**src/rtl/hmcs_pkg.sv**
```systemverilog
/*
  Package for the measurement cycle sequencer: modes, channel sets, timing.
  Assumes a 20 MHz system clock.
*/
package hmcs_pkg;
  localparam int CLOCK_MHZ = 20;
  // Field conversion time in microseconds, least / typical / most
  localparam int CONV_MIN_US = 32;
  localparam int CONV_TYP_US = 43;
  localparam int CONV_MAX_US = 54;
  localparam int CONV_MIN_CYC = CONV_MIN_US * CLOCK_MHZ;
  localparam int CONV_MAX_CYC = CONV_MAX_US * CLOCK_MHZ;
  localparam int CONV_TYP_CYC = CONV_TYP_US * CLOCK_MHZ;
  localparam int CNT_W = 11;
  localparam int DATA_W = 12;

  typedef enum logic [1:0] {
    HMCS_MODE_FAST = 2'h0,
    HMCS_MODE_LOWPOWER = 2'h1,
    HMCS_MODE_HOST = 2'h2,
    HMCS_MODE_DOWN = 2'h3
  } hmcs_mode_t;

  typedef enum logic [1:0] {
    HMCS_CFG_XYZT = 2'h0,
    HMCS_CFG_XYZ = 2'h1,
    HMCS_CFG_XY = 2'h2
  } hmcs_cfg_t;

  typedef enum logic [1:0] {
    HMCS_CH_X = 2'h0,
    HMCS_CH_Y = 2'h1,
    HMCS_CH_Z = 2'h2,
    HMCS_CH_T = 2'h3
  } hmcs_chan_t;

  typedef struct packed {
    logic [DATA_W-1:0] xField;
    logic [DATA_W-1:0] yField;
    logic [DATA_W-1:0] zField;
    logic [DATA_W-1:0] temp;
  } hmcs_result_t;
endpackage

```
**src/rtl/hmcs_conv_timer.sv**
```systemverilog
/*
  Conversion timer: after start, counts the conversion time and pulses done.
  Assumes start arrives only while idle.
*/
`timescale 1ns/1ps
module hmcs_conv_timer #(
  parameter int CYCLES = hmcs_pkg::CONV_TYP_CYC
) (
  input wire logic clock, // System clock
  input wire logic rst_n, // Synchronous reset, active low
  input wire logic start, // One-cycle start pulse
  output logic busy, // Conversion running
  output logic done // One-cycle end pulse
);
  // Refuse lengths outside the converter window at elaboration
  if (CYCLES < hmcs_pkg::CONV_MIN_CYC || CYCLES > hmcs_pkg::CONV_MAX_CYC)
    $error("Conversion time out of range");

  logic [hmcs_pkg::CNT_W-1:0] count_reg;
  logic [hmcs_pkg::CNT_W-1:0] count_next;
  logic busy_reg;
  wire lastCycle = busy_reg && (count_reg == hmcs_pkg::CNT_W'(CYCLES - 1));
  assign count_next = busy_reg ? count_reg + 1'b1 : '0;
  assign busy = busy_reg;
  assign done = lastCycle;

  always_ff @(posedge clock)
  begin
    if (!rst_n)
    begin
      busy_reg <= 1'b0;
      count_reg <= '0;
    end
    else
    begin
      count_reg <= lastCycle ? '0 : count_next;
      busy_reg <= start | (busy_reg & ~lastCycle);
    end
  end

  // Once started, busy must not drop in the first few cycles
  a_conv_length: assert property (@(posedge clock) disable iff (!rst_n)
    $rose(busy_reg) |-> busy_reg [*8])
    else $error("Conversion ended too early");
endmodule

```
**src/rtl/hmcs_sequencer.sv**
```systemverilog
/*
  Measurement cycle sequencer: converts X, Y, Z and temperature in order,
  picks the channel set, ends the cycle and starts the next per mode.
  Assumes trigger inputs are pulses on the system clock; the field
  samples come from the converter front end on the same clock.
*/
`timescale 1ns/1ps
// Summary of operation
// - Fast mode restarts a new cycle immediately after previous one ends.
// - Low-power mode starts a cycle only on internal or external trigger.
// - Four-channel set ends the cycle after temperature conversion.
// - Three-channel set skips temperature, keeps it, ends after Z.
// - Angular set converts X and Y only, keeps Z and temperature.
// - Host mode starts a measurement only on a host bus trigger.
// - Each field conversion takes 32 to 54 us, typically 43.
module hmcs_sequencer #(
  parameter int CONV_CYCLES = hmcs_pkg::CONV_TYP_CYC
) (
  input wire logic clock, // 20 MHz system clock
  input wire logic rst_n, // Synchronous reset, active low
  input wire hmcs_pkg::hmcs_mode_t mode, // Operating mode
  input wire hmcs_pkg::hmcs_cfg_t chanCfg, // Channel set
  input wire logic intTrigger, // Internal timer trigger pulse
  input wire logic hostTrigger, // Host bus trigger pulse
  input wire logic [hmcs_pkg::DATA_W-1:0] adcSample, // Converter sample
  output hmcs_pkg::hmcs_result_t results, // Latest results
  output hmcs_pkg::hmcs_chan_t activeChan, // Channel converting
  output logic converting, // A conversion is running
  output logic cycleDone // One-cycle pulse at end of cycle
);
  // The length counter of the timing checks must hold the longest conversion
  if (hmcs_pkg::CONV_MAX_CYC >= (1 << hmcs_pkg::CNT_W))
    $error("Length counter too narrow for the longest conversion");

  typedef enum logic [1:0] {
    HMCS_IDLE = 2'b00,
    HMCS_CONV = 2'b01,
    HMCS_NEXT = 2'b11
  } hmcs_state_t;

  hmcs_state_t state_reg;
  hmcs_state_t state_next;
  hmcs_pkg::hmcs_chan_t chan_reg;
  hmcs_pkg::hmcs_chan_t chan_next;
  hmcs_pkg::hmcs_result_t results_reg;
  logic done_reg;
  logic convStart;
  logic convBusy;
  logic convDone;

  // Start condition per mode
  wire trigFast = (mode == hmcs_pkg::HMCS_MODE_FAST);
  wire trigLow = (mode == hmcs_pkg::HMCS_MODE_LOWPOWER) && (intTrigger || hostTrigger);
  wire trigHost = (mode == hmcs_pkg::HMCS_MODE_HOST) && hostTrigger;
  wire startCycle = trigFast || trigLow || trigHost;

  // Last channel of the configured set
  wire hmcs_pkg::hmcs_chan_t lastChan =
    (chanCfg == hmcs_pkg::HMCS_CFG_XY) ? hmcs_pkg::HMCS_CH_Y :
    (chanCfg == hmcs_pkg::HMCS_CFG_XYZ) ? hmcs_pkg::HMCS_CH_Z : hmcs_pkg::HMCS_CH_T;
  wire isLast = (chan_reg == lastChan);
  // Fixed order X, Y, Z, T
  wire hmcs_pkg::hmcs_chan_t incChan = hmcs_pkg::hmcs_chan_t'(chan_reg + 2'h1);

  always_comb
  begin
    state_next = state_reg;
    chan_next = chan_reg;
    convStart = 1'b0;
    unique case (state_reg)
      HMCS_IDLE:
      begin
        if (startCycle)
        begin
          state_next = HMCS_CONV;
          chan_next = hmcs_pkg::HMCS_CH_X;
          convStart = 1'b1;
        end
      end
      HMCS_CONV:
      begin
        if (convDone)
          state_next = HMCS_NEXT;
      end
      HMCS_NEXT:
      begin
        if (isLast)
        begin
          // Fast mode goes straight into the next cycle
          state_next = trigFast ? HMCS_CONV : HMCS_IDLE;
          chan_next = hmcs_pkg::HMCS_CH_X;
          convStart = trigFast;
        end
        else
        begin
          state_next = HMCS_CONV;
          chan_next = incChan;
          convStart = 1'b1;
        end
      end
      default:
        state_next = HMCS_IDLE;
    endcase
  end

  hmcs_conv_timer #(.CYCLES(CONV_CYCLES)) convTimer (
    .clock(clock),
    .rst_n(rst_n),
    .start(convStart),
    .busy(convBusy),
    .done(convDone)
  );

  always_ff @(posedge clock)
  begin
    if (!rst_n)
    begin
      state_reg <= HMCS_IDLE;
      chan_reg <= hmcs_pkg::HMCS_CH_X;
      results_reg <= '0;
      done_reg <= 1'b0;
    end
    else
    begin
      state_reg <= state_next;
      chan_reg <= chan_next;
      done_reg <= (state_reg == HMCS_NEXT) && isLast;
      // Only the converted channel updates; skipped ones hold
      if (convDone)
      begin
        unique case (chan_reg)
          hmcs_pkg::HMCS_CH_X: results_reg.xField <= adcSample;
          hmcs_pkg::HMCS_CH_Y: results_reg.yField <= adcSample;
          hmcs_pkg::HMCS_CH_Z: results_reg.zField <= adcSample;
          hmcs_pkg::HMCS_CH_T: results_reg.temp <= adcSample;
        endcase
      end
    end
  end

  assign results = results_reg;
  assign activeChan = chan_reg;
  assign converting = convBusy;
  assign cycleDone = done_reg;

  // Length of the running conversion, counted apart from the timer so that a
  // timer fault cannot hide behind its own count; saturates instead of wrapping.
  localparam int LEN_LO_I = hmcs_pkg::CONV_MIN_CYC - 1;
  localparam int LEN_HI_I = hmcs_pkg::CONV_MAX_CYC - 1;
  localparam logic [hmcs_pkg::CNT_W-1:0] LEN_LO = LEN_LO_I[hmcs_pkg::CNT_W-1:0];
  localparam logic [hmcs_pkg::CNT_W-1:0] LEN_HI = LEN_HI_I[hmcs_pkg::CNT_W-1:0];
  logic [hmcs_pkg::CNT_W-1:0] convLen_reg;

  always_ff @(posedge clock)
  begin
    if (!rst_n)
      convLen_reg <= '0;
    else if (!convBusy)
      convLen_reg <= '0;
    else if (convLen_reg != '1)
      convLen_reg <= convLen_reg + 1'b1;
  end

  a_fast_restart: assert property (@(posedge clock) disable iff (!rst_n)
    (state_reg == HMCS_NEXT && isLast && trigFast) |=> (state_reg == HMCS_CONV))
    else $error("Fast mode did not restart");
  a_fast_gap: assert property (@(posedge clock) disable iff (!rst_n)
    (convDone ##1 trigFast) |=> convBusy)
    else $error("Fast mode left more than one idle cycle");
  a_trigger_needed: assert property (@(posedge clock) disable iff (!rst_n)
    (state_reg == HMCS_IDLE && !startCycle) |=> (state_reg == HMCS_IDLE))
    else $error("Cycle started without trigger");
  a_down_idle: assert property (@(posedge clock) disable iff (!rst_n)
    (state_reg == HMCS_IDLE && mode == hmcs_pkg::HMCS_MODE_DOWN)
      |=> (state_reg == HMCS_IDLE))
    else $error("Power down mode started a cycle");
  a_cycle_locked: assert property (@(posedge clock) disable iff (!rst_n)
    (state_reg == HMCS_CONV && !convDone) |=> (state_reg == HMCS_CONV))
    else $error("Running conversion left early");
  a_host_only: assert property (@(posedge clock) disable iff (!rst_n)
    (state_reg == HMCS_IDLE && mode == hmcs_pkg::HMCS_MODE_HOST && !hostTrigger)
      |=> !convBusy)
    else $error("Host mode started without host trigger");
  a_host_waits: assert property (@(posedge clock) disable iff (!rst_n)
    (state_reg == HMCS_IDLE && mode == hmcs_pkg::HMCS_MODE_HOST && !hostTrigger)
      |=> (state_reg == HMCS_IDLE))
    else $error("Host mode left idle without host trigger");
  a_full_end_temp: assert property (@(posedge clock) disable iff (!rst_n)
    (cycleDone && $stable(chanCfg) && chanCfg == hmcs_pkg::HMCS_CFG_XYZT)
      |-> $past(chan_reg, 2) == hmcs_pkg::HMCS_CH_T)
    else $error("Four-channel cycle did not end on temperature");
  a_done_pulse: assert property (@(posedge clock) disable iff (!rst_n)
    cycleDone |=> !cycleDone)
    else $error("Cycle end pulse longer than one cycle");
  a_three_keep_temp: assert property (@(posedge clock) disable iff (!rst_n)
    (chanCfg == hmcs_pkg::HMCS_CFG_XYZ) |-> chan_reg != hmcs_pkg::HMCS_CH_T)
    else $error("Temperature converted in three-channel set");
  a_three_end_z: assert property (@(posedge clock) disable iff (!rst_n)
    (cycleDone && $stable(chanCfg) && chanCfg == hmcs_pkg::HMCS_CFG_XYZ)
      |-> $past(chan_reg) == hmcs_pkg::HMCS_CH_Z)
    else $error("Three-channel cycle did not end on Z");
  a_three_hold_t: assert property (@(posedge clock) disable iff (!rst_n)
    (chanCfg == hmcs_pkg::HMCS_CFG_XYZ && $stable(chanCfg))
      |-> $stable(results_reg.temp))
    else $error("Three-channel set changed temperature");
  a_angle_keep_z: assert property (@(posedge clock) disable iff (!rst_n)
    (chanCfg == hmcs_pkg::HMCS_CFG_XY && $stable(chanCfg))
      |-> $stable(results_reg.zField) && $stable(results_reg.temp))
    else $error("Angular set changed Z or temperature");
  a_angle_end_y: assert property (@(posedge clock) disable iff (!rst_n)
    (cycleDone && $stable(chanCfg) && chanCfg == hmcs_pkg::HMCS_CFG_XY)
      |-> $past(chan_reg) == hmcs_pkg::HMCS_CH_Y)
    else $error("Angular cycle did not end on Y");
  a_chan_order: assert property (@(posedge clock) disable iff (!rst_n)
    (convStart && state_reg == HMCS_NEXT && !isLast)
      |=> chan_reg == hmcs_pkg::hmcs_chan_t'($past(chan_reg) + 2'h1))
    else $error("Channel order broken");
  a_conv_time: assert property (@(posedge clock) disable iff (!rst_n)
    convDone |-> (convLen_reg >= LEN_LO && convLen_reg <= LEN_HI))
    else $error("Conversion time outside the allowed window");
  a_conv_bound: assert property (@(posedge clock) disable iff (!rst_n)
    convBusy |-> convLen_reg <= LEN_HI)
    else $error("Conversion ran past the longest allowed time");
endmodule

```
**config.mk**
```make
export PLATFORM = sky130hd
export DESIGN_NAME = hmcs_sequencer
export DESIGN_NICKNAME = d
export VERILOG_FILES = /design/src/rtl/hmcs_pkg.sv /design/src/rtl/hmcs_conv_timer.sv /design/src/rtl/hmcs_sequencer.sv
export SDC_FILE = /design/constraint.sdc
export NUM_CORES = 1
export LEC_CHECK = 0
export BUFFER_PORTS_ARGS = -buffer_cell sky130_fd_sc_hd__buf_4
export CORE_UTILIZATION = 50
export DETAILED_ROUTE_END_ITERATION = 10
export GPL_TIMING_DRIVEN = 0
export PLACE_DENSITY = 0.76
export REMOVE_ABC_BUFFERS = 1
export SLEW_MARGIN = 20
export SYNTH_ARGS = -nofsm -noshare
export SYNTH_HDL_FRONTEND = slang
export SYNTH_SLANG_ARGS = --single-unit
```
**constraint.sdc**
```tcl
create_clock -name clock -period 3.95 [get_ports clock]
set_input_delay 0 -clock clock [delete_from_list [all_inputs] [get_ports clock]]
set_output_delay 0 -clock clock [all_outputs]
set_load 0.1 [all_outputs]
```
==> flow_metrics.env, run 1 <==
export IMPL_status="finished clean"
export IMPL_synthTopCellsByArea="dfxtp_1 48%, mux2i_1 18%, nand2_1 9.3%, ha_1 3.7%, nor2_1 2.5%"
export IMPL_grt_overflow=0
export IMPL_cts_htree_levels=3
export IMPL_drt_wl_total_um=5773
export IMPL_dr_pass1_iters=4
export IMPL_fin_crit_sh_pct=49.23
export IMPL_initial_utilization_pct=52.52
export IMPL_power_density_nw_per_um2=410.3
export IMPL_coreArea_um2=5172
export IMPL_rows=26
export IMPL_maxSlewViolCount=0
export IMPL_seq_area_frac_synth_pct=47.90
export IMPL_clkLatencyLatePin_ns=0.34
export IMPL_power_uw=1474
export IMPL_cts_setup_buffers=0
export IMPL_die_width_um=75.71
export IMPL_synth_async_reset_ratio_pct=0
export IMPL_ctsHoldBuffers=12
export IMPL_tns_ns=0
export IMPL_synth_distinct_cells=31
export IMPL_synthDominantCellAreaShare_pct=47.90
export IMPL_layout_common_cells="71 x buf_4, 67 x nand2_1, 65 x dfxtp_1"
export IMPL_detailroute_via_count=2212
export IMPL_worstMarginPinSlew_ns=0.6453
export IMPL_ys_warnings_count=0
export IMPL_start_kind="flop"
export IMPL_fmax_ghz=0.5142
export IMPL_drive_above_1_share_pct=24.79
export IMPL_yosys_area_top_type="dfxtp_1"
export IMPL_critPathArrivalTime_ns=2.16
export IMPL_grt_max_degree=69
export IMPL_period_needed_ns=1.945
export IMPL_dp_hpwl_um=3612
export IMPL_place_area_um2=3251
export IMPL_max_cap_violations=0
export IMPL_synth_ff_type="dfxtp_1"
export IMPL_viasPerCell=5.109
export IMPL_synthCells=277
export IMPL_io_buffers=71
export IMPL_synth_edff_count=0
export IMPL_clk_pin_slew_ns=0.06
export IMPL_ioPinCount=72
export IMPL_setup_viol=0
export IMPL_clk_path_buf_depth=2
export IMPL_postRouteAntennaNets=0
export IMPL_slew_headroom_pct=56.98
export IMPL_grt_setup_unrepaired="false"
export IMPL_grtUsageTotal_pct=20.74
export IMPL_ys_ff_latch=65
export IMPL_finalInstanceArea_um2=3593
export IMPL_crit_fanout=12
export IMPL_cts_tree="done"
export IMPL_end_kind="flop"
export IMPL_gp_congestion=0.7453
export IMPL_n_antenna_cell=0
export IMPL_cts_sinks=65
export IMPL_report_final_hold_viol_count=0
export IMPL_crit_type="reg2reg"
export IMPL_grt_pass1_vias=1947
export IMPL_routedWlPerCell_um=13.33
export IMPL_vdd_drop_max_mv=0.2959
export IMPL_post_cts_resized=0
export IMPL_antenna_found_initial=0
export IMPL_drt_iter0_drc=95
export IMPL_largest_reg_flops=48
export IMPL_cts_buffers=9
export IMPL_die_area_um2=5731
export IMPL_die_h_um=75.71
export IMPL_skew_ns=0.005318
export IMPL_hold_class="in2reg"
export IMPL_grt_pass1_wl_um=8666
export IMPL_synth_avg_cell_area_um2=9.806
export IMPL_cts_root_buf="clkbuf_8"
export IMPL_synth_area_um2=2716
export IMPL_drc=0
export IMPL_nets=386
export IMPL_crit_required_ns=4.16
export IMPL_leakagePower_uw=0.001842
export IMPL_areaGrowthSynthToFinish_pct=32.29
export IMPL_final_common_cell="buf_4"
through the flow:
stage	hold slack [ns]	instances	util, %	worst slack [ns]
4_1_cts	0.03103	433	69.47	1.992
3_5_place_dp	0.3303	405	62.84	2.004
5_1_grt	0.04871	433	69.47	1.892
3_3_place_gp	0.3252	405	62.84	2.064
6_report	0.04646	433	69.47	2.005
2_1_floorplan	0.1384	264	-	1.955
path summary, 6_finish.rpt:
check / start / slack, ns / cells past startpoint / to
hold / removal: mode[1] / 0.05 / 4 / convTimer.busy$_SDFF_PN0_
setup / recovery: convTimer.count_reg[0]$_SDFF_PP0_ / 2.01 / 5 / results[3]$_SDFFE_PN0P_
hold reg to reg: results[47]$_SDFFE_PN0P_ / 0.46 / 2 / results[47]$_SDFFE_PN0P_
setup reg to reg: convTimer.count_reg[0]$_SDFF_PP0_ / 2.01 / 5 / results[3]$_SDFFE_PN0P_
where the power goes:
group	internal [uW]	leakage [uW]	switching (uW)
registers	669	0.000524	13.5
logic	64.2	0.00121	101
clock network	391	0.000111	236
cell usage after synthesis, types with 3 or more instances:
cell type,n
nand2_1,67
buf_6,5
inv_1,6
nor2_1,18
clkbuf_1,8
nor4bb_1,4
xnor2_1,5
nand2_4,4
ha_1,8
mux2i_1,48
nand3_1,6
o21ai_0,3
dfxtp_1,65
xor2_1,5
worst max-delay path, stage by stage, from the launching register on:
cell,delay [ns]
dfxtp_1,0.37
ha_1,0.24
and4b_1,0.25
and4_1,0.51
nand2_4,0.26
mux2i_1,0.18
logic make-up (layout without fill, tap and decap cells):
group           after synthesis  in the layout  synth area share, %
simple gates                114            114                20.17
mux                          48             48                17.69
xor+xnor                     10             10                3.224
compound gates               13             13                3.317
buf+inv                      19            105                4.007
fa+ha+maj                     8              8                3.685
flops                        65             65                47.90
metal layers:
layer / wire [um] / GRT usage, %
met5: 0 / 0
met4: 116 / 7.202
met3: 335 / 9.259
met2: 2809 / 34.33
met1: 2512 / 23.87
final cells by class:
class / count / area, um^2
Clock buffer: 14 / 162.7
Tap cell: 70 / 87.58
Clock inverter: 2 / 60.06
Multi-Input combinational cell: 193 / 1306
Inverter: 6 / 22.52
Fill cell: 396 / 1579
Timing Repair Buffer: 83 / 653.1
Sequential cell: 65 / 1301
No activity file was read; power rests on OpenSTA's default activity.
==> run 2: changes to the inputs <==
Settings changed: CORE_UTILIZATION 50 to 47, PLACE_DENSITY 0.76 to 0.75.
Clock period 3.95 ns to 1.6 ns, I/O delays scaled along.
==> flow_metrics.env, run 2 (synthesis results as in run 1) <==
export IMPL_status="finished clean"
export IMPL_clkLatencyLatePin_ns=0.33
export IMPL_die_h_um=78.02
export IMPL_power_density_nw_per_um2=916.9
export IMPL_gp_congestion=0.7975
export IMPL_whs_path_depth=3
export IMPL_grt_pass1_wl_um=9301
export IMPL_slew_headroom_pct=56.57
export IMPL_leakagePower_uw=0.001796
export IMPL_layout_setup_ws_ns=0.01623
export IMPL_utilization_pct=65.61
export IMPL_layout_common_cells="72 x buf_4, 67 x nand2_1, 61 x dfxtp_1"
export IMPL_drt_wl_total_um=5885
export IMPL_die_area_um2=6087
export IMPL_end_kind="flop"
export IMPL_grt_max_degree=69
export IMPL_cts_sinks=65
export IMPL_dp_hpwl_um=3761
export IMPL_clk_pin_slew_ns=0.07
export IMPL_rows=27
export IMPL_cts_htree_levels=3
export IMPL_crit_type="reg2reg"
export IMPL_areaGrowthSynthToFinish_pct=33.81
export IMPL_ioPinCount=72
export IMPL_grtUsageTotal_pct=19.65
export IMPL_place_ws_ns=-0.3191
export IMPL_start_kind="flop"
export IMPL_holdPathEnd="results[14]$_SDFFE_PN0P_"
export IMPL_worstMarginPinSlew_ns=0.6515
export IMPL_multi_input_area_um2=1399
export IMPL_vdd_drop_max_mv=0.6321
export IMPL_max_cap_violations=0
export IMPL_coreArea_um2=5540
export IMPL_initial_utilization_pct=49.03
export IMPL_drc=0
export IMPL_hold_class="in2reg"
export IMPL_critPathArrivalTime_ns=1.79
export IMPL_routedWlPerCell_um=13.59
export IMPL_power_uw=3333
export IMPL_die_width_um=78.02
export IMPL_grt_overflow=0
export IMPL_detailroute_via_count=2176
export IMPL_crit_required_ns=1.81
export IMPL_grt_pass1_vias=2088
export IMPL_clk_path_buf_depth=2
export IMPL_placedCellCount=407
export IMPL_skew_ns=0.007570
export IMPL_nets=384
export IMPL_drt_iter0_drc=69
export IMPL_instances_no_fill=433
export IMPL_period_needed_ns=1.584
export IMPL_maxSlewViolCount=0
export IMPL_worstHoldStart="adcSample[2]"
export IMPL_postRouteAntennaNets=0
export IMPL_worstSetupStartpoint="convTimer.count_reg[0]$_SDFF_PP0_"
export IMPL_n_antenna_cell=0
export IMPL_cts_tree="done"
export IMPL_reg2regPathDepth=6
export IMPL_crit_fanout=12
export IMPL_drive_above_1_share_pct=29.36
export IMPL_viasPerCell=5.025
export IMPL_report_final_hold_viol_count=0
export IMPL_setup_viol=0
export IMPL_io_buffers=71
export IMPL_dr_pass1_iters=4
export IMPL_r2r_start="convTimer.count_reg[0]$_SDFF_PP0_"
export IMPL_cts_root_buf="clkbuf_8"
export IMPL_worstReg2RegEnd="results[47]$_SDFFE_PN0P_"
export IMPL_largest_reg_flops=48
export IMPL_fin_crit_sh_pct=98.99
export IMPL_cts_buffers=9
export IMPL_fillCellCount=462
export IMPL_antenna_found_initial=0
export IMPL_regArea_um2=1309
export IMPL_r2r_slack_ns=0.02
export IMPL_fmax_ghz=0.6314
export IMPL_final_common_cell="buf_4"
export IMPL_grt_setup_unrepaired="true"
[run 2: worst max path at each step]
stage                                     end  slack (ns)  cells after the start
floorplan             results[0]$_SDFFE_PN0P_       -0.39                      3
global placement     results[45]$_SDFFE_PN0P_       -0.29                      5
detailed placement   results[41]$_SDFFE_PN0P_       -0.32                      5
CTS                  results[38]$_SDFFE_PN0P_        0.02                      6
global route        state_reg[0]$_SDFFE_PN0P_       -0.05                      6
finish               results[47]$_SDFFE_PN0P_        0.02                      6
[run 2: cell type report]
cell class | count | area share [%]
multi-input cells | 193 | 38.49
flip-flops and latches | 65 | 36.01
repair buffers | 81 | 17.90
clock buffers | 11 | 3.614
well taps | 72 | 2.478
clock inverters | 5 | 0.8950
inverters | 6 | 0.6196
[run 2: per-stage QoR]
step | TNS (ns) | hold WS (ns) | area, um^2
floorplan | -21.32 | 0.1384 | 2630
global placement | -13.43 | 0.3234 | 3253
detailed placement | -14.92 | 0.3273 | 3253
CTS | 0 | 0.003987 | 3575
global route | -0.6452 | 0.01684 | 3635
finish | 0 | 0.0004908 | 3635
[run 2: report_power, final]
group          internal [uW]  total [uW]  leakage, uW  switching, uW
registers               1660        1690     0.000526           32.0
clock network            557        1170    0.0000753            615
logic                    199         472      0.00119            273
total                   2410        3330      0.00180            921
[run 2: what timing repair did]
item | in CTS | in global routing
endpoints found under the setup margin | 51 | 32
buffers inserted | 2 | 1
hold buffers | 7 | 0
hold endpoints to repair | 22 | 0
resized for setup | 11 | 10
pin swaps | 2 | 2
[run 2: layer usage]
metal,vias to the layer above,routed length (um),track usage (%)
met5,-,0,0
met4,0,175,12.04
met3,16,218,4.419
met2,60,2804,31.86
met1,1008,2687,23.73
li1,1092,-,-
[run 2: critical path, cell delays in order (launching register included)]
cell     delay (ns)
dfxtp_4        0.37
ha_4           0.15
and4b_1        0.23
and4_4         0.29
buf_12         0.15
nand2_8        0.12
mux2i_1        0.15
